File: src/rtl/lom_pkg.sv
// constants for the line-output mixing register bank
package lom_pkg;

   // =====================================================================
   // register indices (byte address is four times the index)
   localparam logic [6:0] IDX_L2L_TO_LEFT   = 7'h50;  // left2 to left output
   localparam logic [6:0] IDX_LGAIN_TO_LEFT = 7'h51;  // left gain stage to left output
   localparam logic [6:0] IDX_LCONV_TO_LEFT = 7'h52;  // left converter to left output
   localparam logic [6:0] IDX_R2_TO_LEFT    = 7'h53;  // right2 to left output
   localparam logic [6:0] IDX_RGAIN_TO_LEFT = 7'h54;  // right gain stage to left output
   localparam logic [6:0] IDX_RCONV_TO_LEFT = 7'h55;  // right converter to left output
   localparam logic [6:0] IDX_LEFT_LEVEL    = 7'h56;  // left output level control
   localparam logic [6:0] IDX_L2_TO_RIGHT   = 7'h57;  // left2 to right output
   localparam logic [6:0] IDX_LGAIN_TO_RIGHT = 7'h58; // left gain stage to right output
   localparam logic [6:0] IDX_LCONV_TO_RIGHT = 7'h59; // left converter to right output

   // =====================================================================
   // bank geometry
   localparam int NUM_MIX      = 9;  // source registers in the bank
   localparam int NUM_LEFT_SRC = 6;  // first six feed the left output
   localparam int NUM_RIGHT_SRC = 3;
   localparam int VOL_W        = 7;
   localparam int ADDR_W       = 12;

   // =====================================================================
   // field positions
   localparam int ROUTE_BIT = 7;
   localparam int VOL_MSB   = 6;
   localparam int LVL_MSB   = 7;
   localparam int LVL_LSB   = 4;
   localparam int MUTE_BIT  = 3;
   localparam int RSVD_BIT  = 2;
   localparam int PEND_BIT  = 1;
   localparam int PWR_BIT   = 0;

   // =====================================================================
   // reset values
   localparam logic [7:0] MIX_RST   = 8'h00;
   localparam logic [3:0] LVL_RST   = 4'h0;
   localparam logic       UNMUTE_RST = 1'b0;
   localparam logic       PEND_RST  = 1'b1;
   localparam logic       PWR_RST   = 1'b0;

   // =====================================================================
   // timing: gain settle time after a left path change
   localparam int CLK_PERIOD_NS  = 10;
   localparam int SETTLE_TIME_NS = 10000;
   localparam int SETTLE_CYC     = (SETTLE_TIME_NS + CLK_PERIOD_NS - 1) / CLK_PERIOD_NS;
   localparam int SETTLE_W       = 10;

endpackage

File: src/rtl/lom_reg_if.sv
// internal register access carrier between bus port and register bank
`timescale 1ns/1ps
`default_nettype none
interface lom_reg_if;
   logic       wr_stb;  // one-cycle write commit
   logic [6:0] idx;     // register index
   logic [7:0] wdata;
   logic [7:0] rdata;
   logic       hit;     // index belongs to the bank

   modport port (output wr_stb, idx, wdata, input rdata, hit);
   modport bank (input wr_stb, idx, wdata, output rdata, hit);
endinterface
`default_nettype wire

File: src/rtl/lom_mix_regs.sv
// line-output mixing register bank with apb access
`timescale 1ns/1ps
`default_nettype none
module lom_mix_regs (
   // clock and reset
   input  wire logic                      sys_clk,
   input  wire logic                      resetn,
   input  wire logic                      ce,
   // apb
   input  wire logic                      psel,
   input  wire logic                      penable,
   input  wire logic                      pwrite,
   input  wire logic [lom_pkg::ADDR_W-1:0] paddr,
   input  wire logic [31:0]               pwdata,
   output logic      [31:0]               prdata,
   output logic                           pready,
   output logic                           pslverr,
   // analog status
   input  wire logic                      left_line_output_powered,
   // analog mixer controls
   output logic      [5:0]                left_route,
   output logic      [41:0]               left_vol,
   output logic      [2:0]                right_route,
   output logic      [20:0]               right_vol,
   output logic      [3:0]                left_level,
   output logic                           left_unmute,
   output logic                           left_gain_pending
);

   lom_reg_if rb ();

   logic [7:0] mix_r [lom_pkg::NUM_MIX];
   logic [3:0] level_r;
   logic       unmute_r;
   logic       pwr_r;
   logic       wr_left;
   logic       wr_level;
   logic [7:0] level_rd;

   // =====================================================================
   // bus front end
   lom_apb_port u_port (
      .sys_clk (sys_clk),
      .resetn  (resetn),
      .ce      (ce),
      .psel    (psel),
      .penable (penable),
      .pwrite  (pwrite),
      .paddr   (paddr),
      .pwdata  (pwdata),
      .prdata  (prdata),
      .pready  (pready),
      .pslverr (pslverr),
      .rb      (rb.port)
   );

   // =====================================================================
   // decode of the bank window
   assign rb.hit = (rb.idx >= lom_pkg::IDX_L2L_TO_LEFT)
                 && (rb.idx <= lom_pkg::IDX_LCONV_TO_RIGHT);
   assign wr_level = rb.wr_stb && (rb.idx == lom_pkg::IDX_LEFT_LEVEL);
   assign wr_left  = rb.wr_stb && (rb.idx >= lom_pkg::IDX_L2L_TO_LEFT)
                   && (rb.idx <= lom_pkg::IDX_LEFT_LEVEL);

   // =====================================================================
   // source registers, one per mixing path
   genvar g;
   generate
      for (g = 0; g < lom_pkg::NUM_MIX; g++) begin : g_mix
         // left sources sit below the level register, right ones above
         localparam logic [6:0] IDX = (g < lom_pkg::NUM_LEFT_SRC)
            ? 7'(int'(lom_pkg::IDX_L2L_TO_LEFT) + g)
            : 7'(int'(lom_pkg::IDX_L2L_TO_LEFT) + g + 1);

         // write the route bit and volume code
         always_ff @(posedge sys_clk) begin
            if (!resetn) begin
               mix_r[g] <= lom_pkg::MIX_RST;
            end else if (ce && rb.wr_stb && rb.idx == IDX) begin
               mix_r[g] <= rb.wdata;
            end
         end

         if (g < lom_pkg::NUM_LEFT_SRC) begin : g_left
            assign left_route[g] = mix_r[g][lom_pkg::ROUTE_BIT];
            assign left_vol[g*7 +: 7] = mix_r[g][lom_pkg::VOL_MSB:0];
         end else begin : g_right
            assign right_route[g-lom_pkg::NUM_LEFT_SRC] =
               mix_r[g][lom_pkg::ROUTE_BIT];
            assign right_vol[(g-lom_pkg::NUM_LEFT_SRC)*7 +: 7] =
               mix_r[g][lom_pkg::VOL_MSB:0];
         end
      end
   endgenerate

   // =====================================================================
   // left output level and mute
   always_ff @(posedge sys_clk) begin
      if (!resetn) begin
         level_r  <= lom_pkg::LVL_RST;
         unmute_r <= lom_pkg::UNMUTE_RST;
      end else if (ce && wr_level) begin
         level_r  <= rb.wdata[lom_pkg::LVL_MSB:lom_pkg::LVL_LSB];
         unmute_r <= rb.wdata[lom_pkg::MUTE_BIT];
      end
   end

   assign left_level  = level_r;
   assign left_unmute = unmute_r;

   // power status sampled from the analog driver
   always_ff @(posedge sys_clk) begin
      if (!resetn) begin
         pwr_r <= lom_pkg::PWR_RST;
      end else if (ce) begin
         pwr_r <= left_line_output_powered;
      end
   end

   // =====================================================================
   // gain pending timer for the left path
   lom_settle u_settle (
      .sys_clk (sys_clk),
      .resetn  (resetn),
      .ce      (ce),
      .start   (wr_left),
      .busy    (left_gain_pending)
   );

   // =====================================================================
   // read mux; reserved level bit reads zero
   always_comb begin
      level_rd = 8'h00;
      level_rd[lom_pkg::LVL_MSB:lom_pkg::LVL_LSB] = level_r;
      level_rd[lom_pkg::MUTE_BIT] = unmute_r;
      level_rd[lom_pkg::RSVD_BIT] = 1'b0;
      level_rd[lom_pkg::PEND_BIT] = left_gain_pending;
      level_rd[lom_pkg::PWR_BIT]  = pwr_r;
   end

   always_comb begin
      rb.rdata = 8'h00;
      if (rb.idx == lom_pkg::IDX_LEFT_LEVEL) begin
         rb.rdata = level_rd;
      end else if (rb.idx >= lom_pkg::IDX_L2L_TO_LEFT && rb.idx < lom_pkg::IDX_LEFT_LEVEL) begin
         rb.rdata = mix_r[4'(rb.idx - lom_pkg::IDX_L2L_TO_LEFT)];
      end else if (rb.idx > lom_pkg::IDX_LEFT_LEVEL
                   && rb.idx <= lom_pkg::IDX_LCONV_TO_RIGHT) begin
         rb.rdata = mix_r[4'(rb.idx - lom_pkg::IDX_L2L_TO_LEFT - 7'h01)];
      end
   end

   logic [11:0] pend_cnt_r;
   logic        setup_level_rd;

   // cycles the pending flag has stood since the last left write
   always_ff @(posedge sys_clk) begin
      if (!resetn || wr_left || !left_gain_pending) begin
         pend_cnt_r <= 12'h000;
      end else if (ce) begin
         pend_cnt_r <= pend_cnt_r + 12'h001;
      end
   end

   assign setup_level_rd = ce && psel && !penable && !pwrite
                        && paddr == {3'h0, lom_pkg::IDX_LEFT_LEVEL, 2'h0};
endmodule
`default_nettype wire

File: src/rtl/lom_apb_port.sv
// apb slave front end of the mixing register bank
`timescale 1ns/1ps
`default_nettype none
module lom_apb_port (
   // clock and reset
   input  wire logic                      sys_clk,
   input  wire logic                      resetn,
   input  wire logic                      ce,
   // apb
   input  wire logic                      psel,
   input  wire logic                      penable,
   input  wire logic                      pwrite,
   input  wire logic [lom_pkg::ADDR_W-1:0] paddr,
   input  wire logic [31:0]               pwdata,
   output logic      [31:0]               prdata,
   output logic                           pready,
   output logic                           pslverr,
   // bank side
   lom_reg_if.port                        rb
);

   logic setup;
   logic ok;

   // =====================================================================
   // decode: aligned word inside the bank
   assign setup    = psel & ~penable;
   assign rb.idx   = paddr[8:2];
   assign rb.wdata = pwdata[7:0];
   assign ok       = rb.hit & (paddr[1:0] == 2'h0) & (paddr[11:9] == 3'h0);
   assign rb.wr_stb = ce & psel & penable & pready & pwrite & ~pslverr;

   // one wait-free access phase: answer registered at the setup edge
   always_ff @(posedge sys_clk) begin
      if (!resetn) begin
         pready  <= 1'b0;
         pslverr <= 1'b0;
         prdata  <= 32'h0000_0000;
      end else if (ce) begin
         pready <= setup;
         if (setup) begin
            pslverr <= ~ok;
            prdata  <= (ok && !pwrite) ? {24'h00_0000, rb.rdata} : 32'h0000_0000;
         end
      end
   end

endmodule
`default_nettype wire

File: src/rtl/lom_settle.sv
// settle timer behind the left output gain pending flag
`timescale 1ns/1ps
`default_nettype none
module lom_settle (
   // clock and reset
   input  wire logic sys_clk,
   input  wire logic resetn,
   input  wire logic ce,
   // control
   input  wire logic start,
   output logic      busy
);

   logic [lom_pkg::SETTLE_W-1:0] count_r;

   // =====================================================================
   // reload on each change, count down to applied
   always_ff @(posedge sys_clk) begin
      if (!resetn) begin
         count_r <= lom_pkg::SETTLE_W'(lom_pkg::SETTLE_CYC);
         busy    <= lom_pkg::PEND_RST;
      end else if (ce) begin
         if (start) begin                     // a new change wins over the clear
            count_r <= lom_pkg::SETTLE_W'(lom_pkg::SETTLE_CYC);
            busy    <= 1'b1;
         end else if (count_r > lom_pkg::SETTLE_W'(1)) begin
            count_r <= count_r - lom_pkg::SETTLE_W'(1);
         end else begin
            count_r <= '0;
            busy    <= 1'b0;
         end
      end
   end

endmodule
`default_nettype wire

File: config.mk
export PLATFORM = sky130hd
export DESIGN_NAME = lom_mix_regs
export DESIGN_NICKNAME = d
export VERILOG_FILES = /design/src/rtl/lom_pkg.sv /design/src/rtl/lom_reg_if.sv /design/src/rtl/lom_mix_regs.sv /design/src/rtl/lom_apb_port.sv /design/src/rtl/lom_settle.sv
export SDC_FILE = /design/constraint.sdc
export NUM_CORES = 1
export LEC_CHECK = 0
export ABC_AREA = 1
export BUFFER_PORTS_ARGS = -buffer_cell sky130_fd_sc_hd__buf_2
export CORE_UTILIZATION = 50
export CTS_BUF_LIST = sky130_fd_sc_hd__clkbuf_8 sky130_fd_sc_hd__clkbuf_16
export DETAILED_ROUTE_END_ITERATION = 6
export PLACE_DENSITY = 0.78
export SYNTH_ARGS = -nofsm -noshare
export SYNTH_HDL_FRONTEND = slang
export SYNTH_SLANG_ARGS = --single-unit
File: constraint.sdc
create_clock -name sys_clk -period 4.1 [get_ports sys_clk]
set_input_delay 0.205 -clock sys_clk [delete_from_list [all_inputs] [get_ports sys_clk]]
set_output_delay 0.205 -clock sys_clk [all_outputs]
set_load 0.1 [all_outputs]
* After elaboration in Yosys (flattened, before gate mapping)
Memory sizes are Yosys's and may differ from the RTL's. Cells that the tools add are included.
Word-level totals: bits in registers 51, RAM bits 72, input port bits 51, output and inout bits 112, word-level logic and storage cells 117, memories kept 1
Operators by class: $add $sub $neg 3, magnitude comparators 6, equal/unequal tests 11, muxes and demuxes 45, bitwise operators 20, reduce and logical (&&, ||, !) cells 23
Memories:
- mix_r | depth 9, width 8, read ports 11, clocked after memory_dff 0, wr ports 9, line lom_mix_regs.sv:32 | logic [7:0] mix_r [lom_pkg::NUM_MIX];
Operators with widths (number):
- $mux 8 | 13
- $eq 7x7->1 const B | 10
- $mux 1 | 30
- $mux 10 | 2
- $logic_and 1x1->1 | 18
- $le 7x7->1 const B | 2
- $gt 10x1->1 const B | 1
- $sub 10x1->10 const B | 1
- $or 1x1->1 | 9
- $and 1x1->1 | 8
- $sub 4x1->4 const B | 2
- $ge 7x7->1 const B | 1
- $gt 7x7->1 const B | 1
- $lt 7x7->1 const B | 1
- $reduce_and 2->1 | 2
- $logic_not 3->1 | 1
- $not 1->1 | 3
- $logic_not 2->1 | 1
- $ne 2x1->1 const B | 1
- $logic_not 1->1 | 1

* Depth between registers and ports, before layout
Gate-level depths: netlist of run 1.
word-level depth 11, gate-level depth with buffers 17, mapped depth without buffers 14

* Cells and area by module
From an unflattened synthesis of run 1, not the netlist that was laid out.
Unflattened totals: cell total of the unflattened synthesis 717, area total of the unflattened synthesis 5781.8 um^2
Modules (own cells, without submodules):
- lom_mix_regs | times used 1, cells an instance 509, area each 4317.9 um^2, sequential area each 2282.2 um^2
- lom_apb_port | times used 1, cells an instance 111, area each 814.5 um^2, sequential area each 200.2 um^2
- lom_settle | times used 1, cells an instance 97, area each 649.4 um^2, sequential area each 220.2 um^2

* Worst setup path after synthesis of run 1
No wires, ideal clock.
kind flip-flop to flip-flop, from reg u_port.pready, to mem mix_r[8][0], enable pin, library setup time 384 ps, data arrival time 2160 ps, data required time 3716 ps, path slack 1556 ps, stages on the path, launching flop included 5, path buffers 0, period minus slack after synthesis 2544 ps, path through dfxtp_1 nand4_1 nor3_2 inv_1 o21ai_0
RTL lines:
- start: declaration | line lom_apb_port.sv:16 | output logic pready,
- start signal: assignment | line lom_apb_port.sv:40 | pready <= setup;
- end: declaration | line lom_mix_regs.sv:32

* Worst setup path after layout of run 1
from in paddr[3] in the netlist's numbering, to reg u_port.prdata[0]
Between the ends: longest elaborated chain between the ends 7, elaborated cells between the ends (all ways) 18, those cells by class add/sub: 2; order compare: 4; eq/ne: 1; mux: 4; bitwise: 2; reduce/logical: 4; memory: 1
RTL lines:
- start: declaration | line lom_mix_regs.sv:13 | input wire logic [lom_pkg::ADDR_W-1:0] paddr,
- $sub 4x1->4 | line lom_mix_regs.sv:146, lom_mix_regs.sv:149
- $sub 4x1->4 | line lom_mix_regs.sv:149 | rb.rdata = mix_r[4'(rb.idx - lom_pkg::IDX_L2L_TO_LEFT - 7'h01)];
- $mem_v2 9x8
- $mux 8 | line lom_mix_regs.sv:147 | end else if (rb.idx > lom_pkg::IDX_LEFT_LEVEL
- $mux 8 | line lom_mix_regs.sv:145 | end else if (rb.idx >= lom_pkg::IDX_L2L_TO_LEFT && rb.idx < lom_pkg::IDX_LEFT_LEVEL) begin
- $mux 8 | line lom_mix_regs.sv:143 | if (rb.idx == lom_pkg::IDX_LEFT_LEVEL) begin
- $mux 8 * | line lom_apb_port.sv:43 | prdata <= (ok && !pwrite) ? {24'h00_0000, rb.rdata} : 32'h0000_0000;
- end signal: assignment | line lom_apb_port.sv:43
- end: declaration | line lom_apb_port.sv:15 | output logic [31:0] prdata,
Every way passes the cells marked *; elsewhere a longest branch is shown, timed or not. A chain may end at the register's enable or synchronous reset.

==> impl_metrics.yaml, run 1 <==
placed_design:
  place_hpwl_um: 11600
  io_buffers: 114
  place_area_mm2: 0.00600
  routabilityCongestion: 0.926
floorplanning:
  die_area_mm2: 0.0113
  core_mm2: 0.0104
  std_cell_rows: 37
  die_y_um: 106
  initial_utilization_pct: 52.1
  die_w_um: 106
  ios: 163
global_route:
  grt_first_pass_wirelength_um: 24200
  antenna_found_initial: 0
  grt_pass1_vias: 4680
  grt_usage_pct: 28.8
  grt-ovfl-total: 0
  grt_max_degree: 66
synth:
  yosys_warnings: 0
  synth.most_common_cell: "nand2_1"
  synth_area_mm2: 0.00543
  netlist_instances: 683
  async_reset_ff_share_pct: 0
  yosys.area.top_type: "edfxtp_1"
  synth.distinct_cells: 37
  synthTopCellsByArea: "edfxtp_1 40%, nand2_1 11%, dfxtp_1 10%"
  ys_seq_elements: 99
  synth_edf_count: 72
  synth_top_area_share_pct: 39.8
  synth-main-ff-cell: "edfxtp_1"
  yosysSeqAreaShare_pct: 49.8
  syn_avg_cell_area_um2: 7.95
  yosys-top-cells-count: "165 x nand2_1, 120 x nor2_1, 84 x nand3_1"
routing:
  num_vias: 5107
  drt_wl_total_um: 15600
  wl_per_cell_um: 16.8
  routed.top_layer: "met4"
  wl_met3_um: 1500
  ant_nets: 0
  viasPerCell: 5.50
  met2_length_um: 7440
  drc_errors: 0
  wl_met1_um: 6370
  drt_iter0_drc: 493
  drtPass1Iterations: 6
sta:
  setup_tns_ns: 0
  setup_viol: 0
  fin_crit_sh_pct: 65.0
  layout_min_cycle_time_ns: 2.67
  rsz0062_at_grt: "no"
  relSlewSlack_pct: 31.4
  timing_hold_violations_final: 0
  tightest_slew_ns: 1.02
  fin_worst_skew_ns: 0.0142
  final-max-slew-violation-count: 0
  max_clock_freq_mhz: 375
power_and_ir_drop:
  ir_drop_uv: 302
  leakage_uw: 0.00290
  p_per_area_mw_per_mm2: 374
final_layout:
  drive_gt1_share_pct: 18.2
  final_cell_area_mm2: 0.00620
  area_delta_synth_final_pct: 14.2
  fillers: 962
  layout.nets: 845
  diodes: 0
outcome:
  status: "complete, no violations"
worst_setup_path:
  cp_data_arrival_time_ns: 2.97
  crit_required_ns: 4.41
  start_kind: "primary input"
  crit_path_end_kind: "flip-flop"
  cp_max_fo: 18
  crit_type: "primary input to flip-flop"
clock_tree:
  postCtsHoldBufs: 0
  cts_buffers: 9
  cts_tree: "yes"
  post_cts_buffers: 0
  clock_latency_ns: 0.39
  cts.clk_slew.worst_paths_ns: 0.09
  cts-root-buf: "clkbuf_8"
  h-tree-depth: 3
  cts_resized: 0
  cts_max_path_buffers: 2
  cts_sinks: 99
worst_hold_path:
  worstHoldPathType: "primary input to flip-flop"
run:
  cap_violations: 0
## metrics by stage
stage | worst slack (ns) | total power (µW) | hold slack, ns | cells | utilization, %
floorplan | 1.56 | 1600 | 0.398 | 706 | -
global placement | 1.22 | 1680 | 0.453 | 912 | 57.6
detailed placement | 1.14 | 1690 | 0.458 | 912 | 57.6
CTS | 1.55 | 2320 | 0.108 | 928 | 59.5
global route | 1.24 | 2400 | 0.129 | 928 | 59.5
finish | 1.43 | 2320 | 0.119 | 928 | 59.5
## flip-flops by register name (all words and copies together), names as in the netlist
register and count:
left_unmute 1, u_port.pslverr 1, pwr_r 1, u_port.prdata 8
left_level 4, u_settle.busy 1, u_settle.count_r 10, u_port.pready 1
mix_r 72
## where the power goes
part | total, µW | switching [µW] | internal [µW]
registers | 1130 | 27.4 | 1100
logic | 544 | 459 | 84.9
clock network | 645 | 357 | 288
total | 2320 | 844 | 1470
## layout make-up
type                    count  area [µm²]  area share, %
clock buffers               9         124           2.00
clock inverters             7        76.3           1.23
inverters                  53         199           3.21
multi-input cells         508        2340           37.8
flip-flops and latches     99        2700           43.6
well taps                 136         170           2.74
repair buffers            116         586           9.45
## logic make-up after synthesis
kind of cell | after synthesis | share of synthesized area [%]
adder cells (fa/ha/maj) | 7 | 1.61
buffers and inverters | 99 | 8.67
AO/OA/AOI/OAI | 74 | 7.67
AND/OR/NAND/NOR | 396 | 31.1
other | 1 | 0.0691
XOR/XNOR | 7 | 1.13
flip-flops | 99 | 49.8
## critical path, cell delays in order
cell and delay (ns):
buf_2 0.20, inv_1 0.32, ha_1 0.82, inv_1 0.42, nand3_1 0.25, nand3_1 0.16
nand3_1 0.16, nand3_1 0.09, nand2_1 0.07, nand2_1 0.05, nand2_1 0.07, nand2_1 0.05
a21oi_1 0.12
## worst paths after layout
path,startpoint,end,slack (ns),depth (start not counted)
setup / recovery,paddr[3],u_port.prdata[0],1.43,13
hold / removal,left_line_output_powered,pwr_r,0.12,3
hold reg to reg,u_port.prdata[1],u_port.prdata[1],0.47,2
setup reg to reg,u_port.pready,mix_r[8][7],1.93,6
## layer usage
metal / GRT usage (%) / vias to the layer above
li1: - / 2435
met1: 37.7 / 2357
met2: 46.6 / 287
met5: 0 / -
met3: 6.93 / 28
met4: 9.72 / 0
## cell usage in the layout, fill, tap and decap left out, types with 8 or more instances in the layout
master	count
nand3_1	84
conb_1	24
nor2_1	120
a21oi_1	26
inv_1	42
edfxtp_1	72
nand4_1	8
clkinv_1	8
buf_2	114
dfxtp_1	27
clkbuf_8	9
o21ai_0	33
nand2_1	165
Power figures use the tool's default switching activity.
==> inputs of run 2 (changes only) <==
CORE_UTILIZATION = 47   (was 50)
PLACE_DENSITY = 0.77   (was 0.78)
clock period = 2.2 ns   (was 4.1 ns; I/O delays follow)
==> impl_metrics.yaml, run 2 (synthesis results as in run 1) <==
outcome:
  status: "complete, no violations"
sta:
  rsz0062_at_grt: "no"
  final-max-slew-violation-count: 0
  setup_viol: 0
  setup_tns_ns: 0
  layout_min_cycle_time_ns: 2.00
  fin_crit_sh_pct: 91.0
  relSlewSlack_pct: 52.6
  setup_ws_ns: 0.199
  fin_worst_skew_ns: 0.00425
  timing_hold_violations_final: 0
  tightest_slew_ns: 0.708
  max_clock_freq_mhz: 500
clock_tree:
  cts-root-buf: "clkbuf_16"
  cts.clk_slew.worst_paths_ns: 0.07
  clock_latency_ns: 0.35
  cts_tree: "yes"
  cts_max_path_buffers: 2
  cts_sinks: 99
  postCtsHoldBufs: 0
  cts_buffers: 9
  h-tree-depth: 3
final_layout:
  largest_reg_flops: 72
  final_common_cell: "nand2_1"
  drive_gt1_share_pct: 19.8
  diodes: 0
  top_register: "mix_r"
  reg.largest.list: "mix_r: 72 flops, u_settle.count_r: 10 flops, u_port.prdata: 8 flops"
  layout.nets: 858
  final_cell_area_mm2: 0.00637
  area_delta_synth_final_pct: 17.4
  most-common-layout-cells: "165 x nand2_1, 120 x nor2_1, 114 x buf_2"
power_and_ir_drop:
  p_sw_uw: 1610
  netSwitchingFraction_pct: 34.9
  p_clk_share_pct: 31.6
  internal_power_uw: 2990
  ir_drop_uv: 468
  p_per_area_mw_per_mm2: 721
  share_seq_of_total_power_pct: 45.9
  total_power_uw: 4600
  leakage_uw: 0.00298
  power_frac_comb_pct: 22.6
worst_setup_path:
  reg2reg_to: "mix_r[2][3]"
  crit_required_ns: 2.39
  reg2reg_from: "u_port.pready"
  cp_data_arrival_time_ns: 2.19
  rrSetupSlack_ns: 0.20
  crit_type: "flip-flop to flip-flop"
  crit_end: "mix_r[2][3]"
  cp_max_fo: 8
  start_kind: "flip-flop"
  crit_path_end_kind: "flip-flop"
  crit_start: "u_port.pready"
  worstRegToRegCells: 6
placed_design:
  post-place-ws_ns: 0.225
  place_hpwl_um: 11900
  place_area_mm2: 0.00610
  routabilityCongestion: 0.985
  io_buffers: 114
floorplanning:
  core_mm2: 0.0110
  die_area_mm2: 0.0120
  die_y_um: 109
  std_cell_rows: 38
  die_w_um: 109
  initial_utilization_pct: 49.2
  ios: 163
routing:
  viasPerCell: 5.60
  drt_wl_total_um: 16000
  ant_nets: 0
  drt_iter0_drc: 560
  drc_errors: 0
  num_vias: 5292
  wl_per_cell_um: 17.0
  drtPass1Iterations: 6
global_route:
  grt_pass1_vias: 4640
  grt-ovfl-total: 0
  grt_usage_pct: 27.9
  grt_first_pass_wirelength_um: 24300
  grt_max_degree: 39
  antenna_found_initial: 0
worst_hold_path:
  hold_path_startpoint: "left_line_output_powered"
  worstHoldPathType: "primary input to flip-flop"
run:
  cap_violations: 0
[run 2: changes by cell type in the layout (fill, tap and decap cells not counted), moves of 2 or more]
cell        change
buf_4          +13
clkbuf_16       +9
clkbuf_8        -9
clkinv_2        +2
clkinvlp_4      +2
[run 2: stage by stage]
stage	utilization [%]	cells	hold WS [ns]
floorplan	-	706	0.303
global placement	55.3	928	0.402
detailed placement	55.3	928	0.428
CTS	57.7	944	0.0669
global route	57.8	945	0.116
finish	57.8	945	0.0690
[run 2: worst min-delay path by stage]
stage / endpoint / slack, ns / cells after the start
detailed placement: pwr_r / 0.43 / 3
global placement: pwr_r / 0.40 / 3
global route: pwr_r / 0.12 / 3
floorplan: pwr_r / 0.30 / 2
CTS: pwr_r / 0.07 / 3
finish: pwr_r / 0.07 / 3
[run 2: area by class of cell]
type	count	area, µm²
Clock buffer	9	225
Clock inverter	7	43.8
Fill cell	1035	4660
Inverter	53	199
Multi-Input combinational cell	508	2340
Sequential cell	99	2700
Tap cell	140	175
Timing Repair Buffer	129	683
[run 2: layer usage]
metal | vias to the layer above | share of wire, % | global-route usage, %
met2 | 360 | 46 | 43.7
met3 | 49 | 11 | 6.05
met4 | 0 | 3.7 | 14.0
met5 | - | 0 | 0
met1 | 2413 | 39 | 36.7
li1 | 2470 | - | -
[run 2: power by group through the flow]
stage | clock (µW) | sequential (µW) | combinational, µW
after floorplan | 0 | 2460 | 522
after global placement | 0 | 2150 | 1020
after detailed placement | 0 | 2150 | 1020
after CTS | 1460 | 2110 | 1030
after global routing | 1540 | 2110 | 1100
final | 1450 | 2110 | 1040
[run 2: repair_timing]
action / 4_1_cts / 5_1_grt
gates resized for setup: 0 / 0
setup buffers: 0 / 1
endpoints found under the setup margin: 0 / 2
[run 2: critical path, stage by stage (launching register included)]
cell and delay (ns):
dfxtp_2 0.34, nand4_1 0.10, nor3_2 0.25, inv_1 0.22, nor3_4 0.34, nand4_1 0.38, nor2_1 0.21
